--- src/shared/ppc_defines.vh ---
// offsets, fields, keys and reset values of the pwm pin control block
`ifndef PPC_DEFINES_VH
`define PPC_DEFINES_VH

// register byte offsets
`define PPC_ADR_PIN_CTL    8'h00
`define PPC_ADR_UNLOCK     8'h04
`define PPC_ADR_STATUS     8'h08
`define PPC_ADR_HANDLING   8'h0c

// pin control register fields
`define PPC_HIGH_OWNER     15
`define PPC_LOW_OWNER      14
`define PPC_HIGH_INVERT    13
`define PPC_LOW_INVERT     12
`define PPC_MODE_HI        11
`define PPC_MODE_LO        10
`define PPC_HIGH_FORCE_EN  9
`define PPC_LOW_FORCE_EN   8
`define PPC_FORCE_HI       7
`define PPC_FORCE_LO       6
`define PPC_FAULT_HI       5
`define PPC_FAULT_LO       4
`define PPC_LIMIT_HI       3
`define PPC_LIMIT_LO       2
`define PPC_PIN_CTL_RESET  16'hc000
`define PPC_PIN_CTL_WMASK  16'hfffc

// pair output modes
`define PPC_MODE_COMPL     2'h0
`define PPC_MODE_REDUND    2'h1
`define PPC_MODE_PUSHPULL  2'h2
`define PPC_MODE_INDEP     2'h3

// unlock keys, written in this order
`define PPC_KEY_FIRST      16'h5a5a
`define PPC_KEY_SECOND     16'ha5a5

// status register fields
`define PPC_ST_HIGH_PIN    0
`define PPC_ST_LOW_PIN     1
`define PPC_ST_FAULT       2
`define PPC_ST_LIMIT       3
`define PPC_ST_ARMED       4
`define PPC_ST_REFUSED     5
`define PPC_ST_LOCK_CFG    6
`define PPC_ST_PHASE       7

// handling register fields
`define PPC_HD_FAULT_SEL   0
`define PPC_HD_LIMIT_SEL   1

`endif

--- src/verilog/ppc_pin_drive.v ---
// level and enable selection for one pwm pin
`timescale 1ns/1ps
`default_nettype none

module ppc_pin_drive (
    input  wire owner_i,
    input  wire invert_i,
    input  wire gen_i,
    input  wire force_en_i,
    input  wire force_lvl_i,
    input  wire fault_on_i,
    input  wire fault_lvl_i,
    input  wire limit_on_i,
    input  wire limit_lvl_i,
    input  wire gpio_i,
    input  wire gpio_oe_i,
    output reg  lvl_o,
    output reg  oe_o
);

    // forced levels override the generated one, fault first
    always @* begin
        if (!owner_i) begin
            lvl_o = gpio_i;
            oe_o  = gpio_oe_i;
        end else begin
            oe_o = 1'b1;
            if (fault_on_i) begin
                lvl_o = fault_lvl_i;
            end else if (limit_on_i) begin
                lvl_o = limit_lvl_i;
            end else if (force_en_i) begin
                lvl_o = force_lvl_i;
            end else begin
                lvl_o = gen_i ^ invert_i;
            end
        end
    end

endmodule // ppc_pin_drive

`default_nettype wire

--- src/verilog/ppc_top.v ---
// pwm pin pair output control with wishbone register access
//
// What this block does
// - each pin is driven by the pwm logic when its owner bit is 1 and by gpio when 0, both reset to 1.
// - each pin has a polarity bit, 1 inverting the generated level to make the pin active-low.
// - a two-bit mode field picks independent, push-pull, redundant or complementary pairs, frozen while the module runs.
// - a set force enable makes its pin take its force level bit unless fault or limit forcing is on, otherwise the generator drives it.
// - with fault handling on and a fault active, the pins take the fault level bits.
// - with limit handling on and a limit active, the pins take the limit level bits unless fault forcing is on.
// - with the lock configuration set, a pin control write is taken only after the unlock sequence.
//
// Chosen here: the address map and register access over Wishbone.
`timescale 1ns/1ps
`default_nettype none
`include "ppc_defines.vh"

module ppc_top (
    input  wire        clk_i,
    input  wire        rst_i,
    input  wire        wb_cyc_i,
    input  wire        wb_stb_i,
    input  wire        wb_we_i,
    input  wire [7:0]  wb_adr_i,
    input  wire [3:0]  wb_sel_i,
    input  wire [31:0] wb_dat_i,
    output reg  [31:0] wb_dat_o,
    output reg         wb_ack_o,
    input  wire        pwm_high_raw_i,
    input  wire        pwm_low_raw_i,
    input  wire        pwm_period_start_i,
    input  wire        pwm_module_on_i,
    input  wire        write_lock_config_i,
    input  wire        fault_active_i,
    input  wire        limit_active_i,
    input  wire        gpio_high_i,
    input  wire        gpio_high_oe_i,
    input  wire        gpio_low_i,
    input  wire        gpio_low_oe_i,
    output reg         high_side_pin_o,
    output reg         high_side_pin_oe_o,
    output reg         low_side_pin_o,
    output reg         low_side_pin_oe_o
);

    // unlock sequence states
    localparam [1:0] UL_IDLE  = 2'h0;
    localparam [1:0] UL_FIRST = 2'h1;
    localparam [1:0] UL_ARMED = 2'h2;

    reg  [15:0] pin_io_ctl_ff;
    reg  [15:0] nxt_pin_io_ctl;
    reg  [1:0]  handling_ff;
    reg  [1:0]  nxt_handling;
    reg  [1:0]  unlock_ff;
    reg  [1:0]  nxt_unlock;
    reg         refused_ff;
    reg         nxt_refused;
    reg         lock_cfg_ff;
    reg         phase_ff;
    reg  [31:0] nxt_dat;

    wire        bus_req;
    wire        wr_take;
    wire        wr_ctl;
    wire        wr_unlock;
    wire        wr_status;
    wire        wr_handling;
    wire        ctl_allowed;
    wire [15:0] wr_data16;
    wire [1:0]  pair_mode;
    wire        fault_on;
    wire        limit_on;
    reg         gen_high;
    reg         gen_low;
    wire        high_lvl;
    wire        high_oe;
    wire        low_lvl;
    wire        low_oe;

    // merge write data into a 16-bit register under the byte selects
    function [15:0] lane_merge;
        input [15:0] old_val;
        input [15:0] new_val;
        input [1:0]  sel;
        begin
            lane_merge[7:0]  = sel[0] ? new_val[7:0]  : old_val[7:0];
            lane_merge[15:8] = sel[1] ? new_val[15:8] : old_val[15:8];
        end
    endfunction

    // bus decode; a write lands on the edge that sees ack high
    assign bus_req     = wb_cyc_i & wb_stb_i;
    assign wr_take     = bus_req & wb_ack_o & wb_we_i;
    assign wr_ctl      = wr_take & (wb_adr_i == `PPC_ADR_PIN_CTL);
    assign wr_unlock   = wr_take & (wb_adr_i == `PPC_ADR_UNLOCK);
    assign wr_status   = wr_take & (wb_adr_i == `PPC_ADR_STATUS);
    assign wr_handling = wr_take & (wb_adr_i == `PPC_ADR_HANDLING);
    assign wr_data16   = wb_dat_i[15:0];

    // a locked part takes control writes only once armed
    assign ctl_allowed = ~lock_cfg_ff | (unlock_ff == UL_ARMED);

    // next pin control value
    always @* begin
        nxt_pin_io_ctl = pin_io_ctl_ff;
        if (wr_ctl && ctl_allowed) begin
            nxt_pin_io_ctl = lane_merge(pin_io_ctl_ff, wr_data16, wb_sel_i[1:0])
                             & `PPC_PIN_CTL_WMASK;
            // mode field holds while the module is running
            if (pwm_module_on_i) begin
                nxt_pin_io_ctl[`PPC_MODE_HI:`PPC_MODE_LO] =
                    pin_io_ctl_ff[`PPC_MODE_HI:`PPC_MODE_LO];
            end
        end
    end

    // unlock sequence: first key, second key, then one control write
    always @* begin
        nxt_unlock = unlock_ff;
        if (wr_ctl) begin
            nxt_unlock = UL_IDLE;
        end else if (wr_unlock) begin
            case (unlock_ff)
                UL_IDLE: begin
                    if (wr_data16 == `PPC_KEY_FIRST)
                        nxt_unlock = UL_FIRST;
                    else
                        nxt_unlock = UL_IDLE;
                end
                UL_FIRST: begin
                    if (wr_data16 == `PPC_KEY_SECOND)
                        nxt_unlock = UL_ARMED;
                    else if (wr_data16 == `PPC_KEY_FIRST)
                        nxt_unlock = UL_FIRST;
                    else
                        nxt_unlock = UL_IDLE;
                end
                UL_ARMED: begin
                    if (wr_data16 == `PPC_KEY_FIRST)
                        nxt_unlock = UL_FIRST;
                    else
                        nxt_unlock = UL_IDLE;
                end
                default: begin
                    nxt_unlock = UL_IDLE;
                end
            endcase
        end
    end

    // refused-write flag; a new refusal wins over a clear
    always @* begin
        nxt_refused = refused_ff;
        if (wr_status && wb_sel_i[0] && wb_dat_i[`PPC_ST_REFUSED])
            nxt_refused = 1'b0;
        if (wr_ctl && !ctl_allowed)
            nxt_refused = 1'b1;
    end

    // fault and limit handling selects
    always @* begin
        nxt_handling = handling_ff;
        if (wr_handling && wb_sel_i[0])
            nxt_handling = wb_dat_i[1:0];
    end

    // read data for the cycle that raises ack; unmapped reads give zero
    always @* begin
        nxt_dat = 32'h0000_0000;
        case (wb_adr_i)
            `PPC_ADR_PIN_CTL: begin
                nxt_dat[15:0] = pin_io_ctl_ff;
            end
            `PPC_ADR_UNLOCK: begin
                nxt_dat[1:0] = unlock_ff;
            end
            `PPC_ADR_STATUS: begin
                nxt_dat[`PPC_ST_HIGH_PIN] = high_side_pin_o;
                nxt_dat[`PPC_ST_LOW_PIN]  = low_side_pin_o;
                nxt_dat[`PPC_ST_FAULT]    = fault_on;
                nxt_dat[`PPC_ST_LIMIT]    = limit_on;
                nxt_dat[`PPC_ST_ARMED]    = (unlock_ff == UL_ARMED);
                nxt_dat[`PPC_ST_REFUSED]  = refused_ff;
                nxt_dat[`PPC_ST_LOCK_CFG] = lock_cfg_ff;
                nxt_dat[`PPC_ST_PHASE]    = phase_ff;
            end
            `PPC_ADR_HANDLING: begin
                nxt_dat[1:0] = handling_ff;
            end
            default: begin
                nxt_dat = 32'h0000_0000;
            end
        endcase
    end

    // register state and bus answer
    always @(posedge clk_i) begin
        if (rst_i) begin
            pin_io_ctl_ff <= `PPC_PIN_CTL_RESET;
            handling_ff   <= 2'h0;
            unlock_ff     <= UL_IDLE;
            refused_ff    <= 1'b0;
            lock_cfg_ff   <= 1'b0;
            wb_ack_o      <= 1'b0;
            wb_dat_o      <= 32'h0000_0000;
        end else begin
            pin_io_ctl_ff <= nxt_pin_io_ctl;
            handling_ff   <= nxt_handling;
            unlock_ff     <= nxt_unlock;
            refused_ff    <= nxt_refused;
            lock_cfg_ff   <= write_lock_config_i;
            wb_ack_o      <= bus_req & ~wb_ack_o;
            wb_dat_o      <= nxt_dat;
        end
    end

    // push-pull phase flips at each period start
    always @(posedge clk_i) begin
        if (rst_i) begin
            phase_ff <= 1'b0;
        end else if (pwm_period_start_i) begin
            phase_ff <= ~phase_ff;
        end
    end

    assign pair_mode = pin_io_ctl_ff[`PPC_MODE_HI:`PPC_MODE_LO];
    assign fault_on  = handling_ff[`PPC_HD_FAULT_SEL] & fault_active_i;
    assign limit_on  = handling_ff[`PPC_HD_LIMIT_SEL] & limit_active_i;

    // generated pair levels per output mode
    always @* begin
        case (pair_mode)
            `PPC_MODE_INDEP: begin
                gen_high = pwm_high_raw_i;
                gen_low  = pwm_low_raw_i;
            end
            `PPC_MODE_PUSHPULL: begin
                gen_high = pwm_high_raw_i & ~phase_ff;
                gen_low  = pwm_high_raw_i & phase_ff;
            end
            `PPC_MODE_REDUND: begin
                gen_high = pwm_high_raw_i;
                gen_low  = pwm_high_raw_i;
            end
            default: begin
                gen_high = pwm_high_raw_i;
                gen_low  = ~pwm_high_raw_i;
            end
        endcase
    end

    // high pin selection
    ppc_pin_drive u_high (
        .owner_i     (pin_io_ctl_ff[`PPC_HIGH_OWNER]),
        .invert_i    (pin_io_ctl_ff[`PPC_HIGH_INVERT]),
        .gen_i       (gen_high),
        .force_en_i  (pin_io_ctl_ff[`PPC_HIGH_FORCE_EN]),
        .force_lvl_i (pin_io_ctl_ff[`PPC_FORCE_HI]),
        .fault_on_i  (fault_on),
        .fault_lvl_i (pin_io_ctl_ff[`PPC_FAULT_HI]),
        .limit_on_i  (limit_on),
        .limit_lvl_i (pin_io_ctl_ff[`PPC_LIMIT_HI]),
        .gpio_i      (gpio_high_i),
        .gpio_oe_i   (gpio_high_oe_i),
        .lvl_o       (high_lvl),
        .oe_o        (high_oe)
    );

    // low pin selection
    ppc_pin_drive u_low (
        .owner_i     (pin_io_ctl_ff[`PPC_LOW_OWNER]),
        .invert_i    (pin_io_ctl_ff[`PPC_LOW_INVERT]),
        .gen_i       (gen_low),
        .force_en_i  (pin_io_ctl_ff[`PPC_LOW_FORCE_EN]),
        .force_lvl_i (pin_io_ctl_ff[`PPC_FORCE_LO]),
        .fault_on_i  (fault_on),
        .fault_lvl_i (pin_io_ctl_ff[`PPC_FAULT_LO]),
        .limit_on_i  (limit_on),
        .limit_lvl_i (pin_io_ctl_ff[`PPC_LIMIT_LO]),
        .gpio_i      (gpio_low_i),
        .gpio_oe_i   (gpio_low_oe_i),
        .lvl_o       (low_lvl),
        .oe_o        (low_oe)
    );

    // pins leave through flip-flops; reset clears level and enable, leaving them undriven
    always @(posedge clk_i) begin
        if (rst_i) begin
            high_side_pin_o    <= 1'b0;
            high_side_pin_oe_o <= 1'b0;
            low_side_pin_o     <= 1'b0;
            low_side_pin_oe_o  <= 1'b0;
        end else begin
            high_side_pin_o    <= high_lvl;
            high_side_pin_oe_o <= high_oe;
            low_side_pin_o     <= low_lvl;
            low_side_pin_oe_o  <= low_oe;
        end
    end

endmodule // ppc_top

`default_nettype wire

--- config.mk ---
export PLATFORM = sky130hd
export DESIGN_NAME = ppc_top
export DESIGN_NICKNAME = d
export VERILOG_FILES = /design/src/verilog/ppc_pin_drive.v /design/src/verilog/ppc_top.v
export VERILOG_INCLUDE_DIRS = /design/src /design/src/shared
export SDC_FILE = /design/constraint.sdc
export NUM_CORES = 1
export LEC_CHECK = 0
export BUFFER_PORTS_ARGS = -buffer_cell sky130_fd_sc_hd__buf_2
export CORE_MARGIN = 1
export CORE_UTILIZATION = 45
export DETAILED_ROUTE_END_ITERATION = 10
export GPL_TIMING_DRIVEN = 1
export PLACE_DENSITY = 0.78
export SLEW_MARGIN = 40
export SYNTH_ARGS = -nofsm -noshare
export SYNTH_HDL_FRONTEND = slang
export SYNTH_HIERARCHICAL = 1
export SYNTH_SLANG_ARGS = --single-unit
--- constraint.sdc ---
create_clock -name clk_i -period 2.39 [get_ports clk_i]
set_input_delay 0.5975 -clock clk_i [delete_from_list [all_inputs] [get_ports clk_i]]
set_output_delay 0.5975 -clock clk_i [all_outputs]
set_load 0.05 [all_outputs]
==> results of run 1 <==
==> cell usage in the layout (no fill, tap or decap), types with 3 or more instances in the layout <==
cell type  instances
buf_2             62
dfxtp_1           42
o21ai_0           24
a21oi_1           18
conb_1            16
nand4_1           14
and2_1            10
nor2_1            10
mux2i_1            8
nand3_1            8
nand2_1            8
nor2b_1            8
inv_1              6
or2_2              5
clkbuf_8           5
nor3_1             4
nor4bb_1           4
nor4_1             3
nor4_4             3
nand4b_1           3
xnor2_1            3
buf_4              3
==> stage by stage <==
stage / hold WS, ns / util [%] / instance area, µm² / power (mW) / std cells
final: 0.457 / 56.4 / 2490 / 1.46 / 348
after global routing: 0.501 / 56.4 / 2490 / 1.52 / 348
after CTS: 0.461 / 56.4 / 2490 / 1.47 / 348
after detailed placement: 0.449 / 53.8 / 2370 / 0.915 / 340
after global placement: 0.441 / 53.8 / 2370 / 0.913 / 340
after floorplan: 0.449 / - / 2140 / 0.875 / 249
==> worst max-delay path, delay by kind of cell <==
kind | cells | cell delay (ns)
buffers and inverters | 2 | 0.34
AOI/OAI and AO/OA | 1 | 0.18
and+or+nand+nor | 3 | 0.99
==> layout make-up <==
class                   count  area (µm²)  area share (%)
clock buffers               5        68.8            2.77
clock inverters             3        45.0            1.81
well taps                  52        65.1            2.61
flip-flops and latches     42         841            33.8
inverters                   6        22.5           0.905
repair buffers             65         333            13.4
multi-input cells         175        1110            44.7
==> cell usage after synthesis (all sizes together) (3+ instances only) <==
cell | count | area (µm²)
dfxtp | 42 | 841
o21ai | 26 | 130
a21oi | 18 | 90.1
buf | 18 | 135
nand4 | 14 | 87.6
and2 | 10 | 62.6
nor2 | 10 | 37.5
clkbuf | 8 | 30.0
mux2i | 8 | 80.1
nand2 | 8 | 30.0
nand3 | 8 | 40.0
nor2b | 8 | 50.1
nor4 | 7 | 95.1
inv | 6 | 22.5
nor3 | 6 | 40.0
or2 | 5 | 31.3
nor4bb | 4 | 40.0
nand4b | 3 | 26.3
xnor2 | 3 | 26.3
==> worst min path at each step <==
| stage | to | slack, ns | cells after the start |
|---|---|---|---|
| final | wb_ack_o$_SDFF_PP0_ | 0.46 | 1 |
| after global routing | lock_cfg_ff$_SDFF_PP0_ | 0.50 | 2 |
| after detailed placement | wb_ack_o$_SDFF_PP0_ | 0.45 | 1 |
| after floorplan | refused_ff$_SDFFE_PP0P_ | 0.45 | 2 |
| after CTS | wb_ack_o$_SDFF_PP0_ | 0.46 | 1 |
| after global placement | wb_ack_o$_SDFF_PP0_ | 0.44 | 1 |
==> cells by family (layout without fill, tap and decap cells) <==
logic type / count (synthesis) / count (layout) / share of synthesized area, %
compound gates: 53 / 53 / 14.0
xor+xnor: 3 / 3 / 1.26
buf+inv: 32 / 79 / 9.00
flops: 42 / 42 / 40.3
mux: 10 / 10 / 4.92
other cells: 1 / 16 / 0.180
simple gates: 93 / 93 / 30.3
==> power by group through the flow <==
stage                     Clock, mW  Combinational (mW)  Sequential (mW)
after floorplan                   0               0.132            0.743
after global placement            0               0.185            0.728
after detailed placement          0               0.187            0.728
after CTS                     0.571               0.188            0.712
after global routing          0.606               0.201            0.713
final                         0.562               0.190            0.712
==> per-layer routing <==
| layer | vias up | GRT usage (%) | share of wire (%) |
|---|---|---|---|
| li1 | 936 | - | - |
| met1 | 861 | 25.4 | 42 |
| met2 | 103 | 32.1 | 46 |
| met3 | 17 | 5.63 | 7.3 |
| met4 | 0 | 11.1 | 3.9 |
| met5 | - | 0 | 0 |
==> registers in the layout (all words and copies together) (netlist names), 2 cells and up <==
register,cells
wb_dat_o,16
pin_io_ctl_ff,14
handling_ff,2
unlock_ff,2
==> impl_metrics.py, run 1 <==
metrics = {
    "run_status": {
        "status": "completed",
    },
    "critical_path": {
        "cp_slowest_cell": "or4_4",
        "r2r_cells": 9,
        "criticalPathCategory": "in2reg",
        "crit_required_ns": 2.62,
        "max_stage_delay_ns": 0.55,
        "cp_cell_sequence": "buf_2 > or4_4 > nor4_4 > buf_4 > nand4_1 > a21oi_1",
        "timing.rr.end": "low_side_pin_o$_SDFF_PP0_",
        "startpoint": "wb_adr_i[5]",
        "reg2reg_slack_ns": 0.77,
        "startpoint_type": "input port",
        "crit_path_end_kind": "flop",
        "setup.worst_path.end": "pin_io_ctl_ff[9]$_SDFFE_PP0P_",
        "r2r-start": "pin_io_ctl_ff[11]$_SDFFE_PP0P_",
        "path_max_fanout": 12,
        "critPathArrivalTime_ns": 2.11,
    },
    "clocking": {
        "cts_sinks": 42,
        "clockBufferDepth": 2,
        "cts_tree": "yes",
        "cts_buffers": 5,
        "cts-resized-gates": 0,
        "clkTransAtPathRegs_ns": 0.09,
        "insertion_delay_ns": 0.30,
        "postCtsHoldBufs": 0,
        "cts_root_buf": "clkbuf_8",
        "post-cts-setup-buffer-count": 0,
        "htree_levels": 2,
    },
    "grt": {
        "grt_start_max_net_pins": 30,
        "antenna_found_initial": 0,
        "grt_pass1_vias": 1688,
        "grt.total_usage_pct": 20.4,
        "gr-total-overflow": 0,
        "grt_pass1_wl_um": 7800,
    },
    "job": {
        "maxCapViolations": 0,
    },
    "sta": {
        "finalCritPeriodShare_pct": 78.8,
        "relSlewSlack_pct": 61.9,
        "fin_tns_setup_ns": 0,
        "tightest_slew_ns": 0.566,
        "rsz0062_at_grt": "no",
        "hold_viol": 0,
        "finalCriticalPeriod_ns": 1.88,
        "setup_viol": 0,
        "fin_ws_ns": 0.506,
        "fmax_mhz": 531,
        "slew_viol_final": 0,
        "final.setup_skew_ns": 0.00982,
    },
    "logic_synthesis": {
        "synth_edf_count": 0,
        "syn_area_per_cell_um2": 8.91,
        "synthArstFlopShare_pct": 0,
        "ys_ff_latch": 42,
        "synthCells": 234,
        "ys_warn_count": 6,
        "ys.flop_type": "dfxtp_1",
        "synth_cell_types": 40,
        "ys_seq_area_share_pct": 40.3,
        "netlist_area_um2": 2090,
    },
    "drt": {
        "num_vias": 1917,
        "drt_iter0_drc": 121,
        "drt_pass1_iterations": 4,
        "drc": 0,
        "ant_nets": 0,
        "viasPerCell": 5.51,
        "wl_per_cell_um": 14.4,
        "drt-total-wl_um": 4990,
    },
    "floorplan": {
        "num_rows": 24,
        "ios": 97,
        "core_area_um2": 4410,
        "fp.dieW_um": 70.1,
        "dieArea_um2": 4910,
        "initial_utilization_pct": 47.3,
        "fp.dieH_um": 70.1,
    },
    "power_and_ir_drop": {
        "clkPwrFrac_pct": 38.4,
        "switchingPower_mw": 0.395,
        "pwr_density_cell_nw_per_um2": 588,
        "seq_power_share_pct": 48.6,
        "pwr-share-comb_pct": 13.0,
        "irDropWorstVdd_uv": 244,
        "power.internal_mw": 1.07,
        "leakage_nw": 1.03,
        "switching_share_pct": 27.0,
    },
    "layout": {
        "n_fill_cell": 420,
        "areaGrowthSynthToFinish_pct": 19.3,
        "diodes": 0,
        "drive_gt1_share_pct": 29.7,
        "fin_nets": 355,
    },
    "place": {
        "hpwl_um": 3860,
        "io_buffer_count": 62,
        "pre_cts_ws_ns": 0.232,
        "place_congestion": 0.862,
    },
    "worst_hold_path": {
        "hp-start": "wb_ack_o$_SDFF_PP0_",
        "hold_path.class": "reg2reg",
    },
}
No activity file was read; power rests on OpenSTA's default activity.
==> run 2, diff against run 1 <==
--- a/config.mk
+++ b/config.mk
@@ -8,10 +8,10 @@
 export LEC_CHECK = 0
 export BUFFER_PORTS_ARGS = -buffer_cell sky130_fd_sc_hd__buf_2
 export CORE_MARGIN = 1
-export CORE_UTILIZATION = 45
+export CORE_UTILIZATION = 42
 export DETAILED_ROUTE_END_ITERATION = 10
 export GPL_TIMING_DRIVEN = 1
-export PLACE_DENSITY = 0.78
+export PLACE_DENSITY = 0.76
 export SLEW_MARGIN = 40
 export SYNTH_ARGS = -nofsm -noshare
 export SYNTH_HDL_FRONTEND = slang
==> constraint.sdc (replaced) <==
create_clock -name clk_i -period 1.7 [get_ports clk_i]
set_input_delay 0.425 -clock clk_i [delete_from_list [all_inputs] [get_ports clk_i]]
set_output_delay 0.425 -clock clk_i [all_outputs]
set_load 0.05 [all_outputs]
==> impl_metrics.py, run 2 (same netlist as run 1, synthesis figures left out) <==
metrics = {
    "sta": {
        "fmax_mhz": 629,
        "hold_viol": 0,
        "finalCritPeriodShare_pct": 93.6,
        "rsz0062_at_grt": "yes",
        "fin_ws_ns": 0.109,
        "tightest_slew_ns": 0.545,
        "setup_viol": 0,
        "fin_tns_setup_ns": 0,
        "relSlewSlack_pct": 63.3,
        "finalCriticalPeriod_ns": 1.59,
        "slew_viol_final": 0,
        "final.setup_skew_ns": 0.00914,
    },
    "clocking": {
        "cts_buffers": 5,
        "post-cts-setup-buffer-count": 0,
        "postCtsHoldBufs": 0,
        "clockBufferDepth": 2,
        "clkTransAtPathRegs_ns": 0.08,
        "cts_tree": "yes",
        "cts_sinks": 42,
        "insertion_delay_ns": 0.29,
        "cts_root_buf": "clkbuf_8",
        "htree_levels": 2,
    },
    "job": {
        "maxCapViolations": 0,
    },
    "worst_hold_path": {
        "hp-start": "write_lock_config_i",
        "hold_path.class": "in2reg",
        "worstHoldEndpoint": "lock_cfg_ff$_SDFF_PP0_",
        "hold_depth": 2,
    },
    "layout": {
        "n_fill_cell": 453,
        "instances_no_fill": 386,
        "fin_nets": 378,
        "final_util_pct": 56.7,
        "areaGrowthSynthToFinish_pct": 29.2,
        "top_register": "wb_dat_o",
        "largest_reg_flops": 16,
        "reg_top3": "wb_dat_o x16, pin_io_ctl_ff x14",
        "final_cell_mix": "buf_2 (61), dfxtp_1 (41), buf_4 (25)",
        "drive_gt1_share_pct": 35.1,
        "diodes": 0,
        "final_common_cell": "buf_2",
    },
    "grt": {
        "busiest_layer": "met2",
        "met2_usage_pct": 30.3,
        "met1_usage_pct": 24.8,
        "grt.met3_usage_pct": 3.89,
        "grt_pass1_wl_um": 7570,
        "grt.total_usage_pct": 18.7,
        "grt_pass1_vias": 1648,
        "gr-total-overflow": 0,
        "grt_start_max_net_pins": 21,
        "antenna_found_initial": 0,
    },
    "power_and_ir_drop": {
        "irDropWorstVdd_uv": 285,
        "power_mw": 2.07,
        "leakage_nw": 1.15,
        "pwr_density_cell_nw_per_um2": 767,
    },
    "drt": {
        "drt-total-wl_um": 5010,
        "viasPerCell": 5.04,
        "drt_pass1_iterations": 4,
        "num_vias": 1944,
        "drt_iter0_drc": 92,
        "drc": 0,
        "ant_nets": 0,
        "wl_per_cell_um": 13.0,
    },
    "critical_path": {
        "criticalPathCategory": "in2reg",
        "cp.buffers_inverters": 2,
        "r2r-start": "pin_io_ctl_ff[11]$_SDFFE_PP0P_",
        "cp_cell_sequence": "buf_2 > or4bb_1 > nor4_2 > buf_4 > nand4b_1 > a211oi_2",
        "r2r_cells": 9,
        "critPathArrivalTime_ns": 1.80,
        "crit_path_end_kind": "flop",
        "crit_family": "simple AND/OR/NAND/NOR gates",
        "startpoint_type": "input port",
        "path_max_fanout": 2,
        "max_stage_delay_ns": 0.51,
        "crit_required_ns": 1.91,
        "timing.rr.end": "low_side_pin_o$_SDFF_PP0_",
        "cp_slowest_cell": "or4bb_1",
        "reg2reg_slack_ns": 0.14,
    },
    "place": {
        "pre_cts_ws_ns": -0.260,
        "hpwl_um": 3970,
        "io_buffer_count": 62,
        "place_congestion": 0.915,
        "dpl.cell_count": 378,
    },
    "floorplan": {
        "core_area_um2": 4750,
        "ios": 97,
        "fp.dieW_um": 72.5,
        "dieArea_um2": 5250,
        "num_rows": 25,
        "initial_utilization_pct": 43.9,
        "fp.dieH_um": 72.5,
    },
    "run_status": {
        "status": "completed",
    },
}
[run 2: changes by cell type in the layout (fill, tap and decap cells not counted), moves of 2 or more]
cell	delta
buf_4	+22
buf_6	+2
clkbuf_1	+2
clkinvlp_4	-2
[run 2: timing repair]
action | CTS | global route
hold endpoints to repair | 0 | 0
gates resized for setup | 0 | 4
endpoints found under the setup margin | 0 | 2
[run 2: layout make-up]
class / count / area (µm²) / area share [%]
multi-input combinational: 175 / 1120 / 41.7
sequential: 42 / 842 / 31.2
timing repair buffer: 88 / 515 / 19.1
tap: 67 / 83.8 / 3.11
clock buffer: 7 / 76.3 / 2.83
clock inverter: 1 / 30.0 / 1.11
inverter: 6 / 22.5 / 0.836
[run 2: worst max path at each step]
stage | startpoint | endpoint | slack [ns] | depth (start not counted)
floorplan | wb_adr_i[6] | pin_io_ctl_ff[2]$_SDFFE_PP0P_ | -0.006 | 5
global placement | wb_dat_i[9] | unlock_ff[1]$_SDFFE_PP0P_ | -0.18 | 6
detailed placement | wb_dat_i[9] | unlock_ff[1]$_SDFFE_PP0P_ | -0.26 | 6
CTS | wb_dat_i[9] | unlock_ff[1]$_SDFFE_PP0P_ | 0.03 | 6
global route | wb_adr_i[6] | pin_io_ctl_ff[13]$_SDFFE_PP0P_ | -0.003 | 6
finish | wb_dat_i[3] | unlock_ff[1]$_SDFFE_PP0P_ | 0.11 | 6
[run 2: metal layers]
layer	vias up	part of all wire, %
met2	70	47
met1	881	47
met3	11	4.9
li1	982	-
met4	0	1.4
met5	-	0
[run 2: metrics by stage]
step | area, µm² | hold WS, ns
finish | 2700 | 0.341
global route | 2700 | 0.340
CTS | 2670 | 0.337
detailed placement | 2570 | 0.421
global placement | 2570 | 0.413
floorplan | 2140 | 0.449
[run 2: power by group]
group	internal (mW)	total (mW)	leakage, nW	switching [mW]
clock network	0.439	0.767	0.0524	0.327
logic	0.100	0.300	0.758	0.200
registers	0.993	1.00	0.341	0.00797
total	1.53	2.07	1.15	0.535
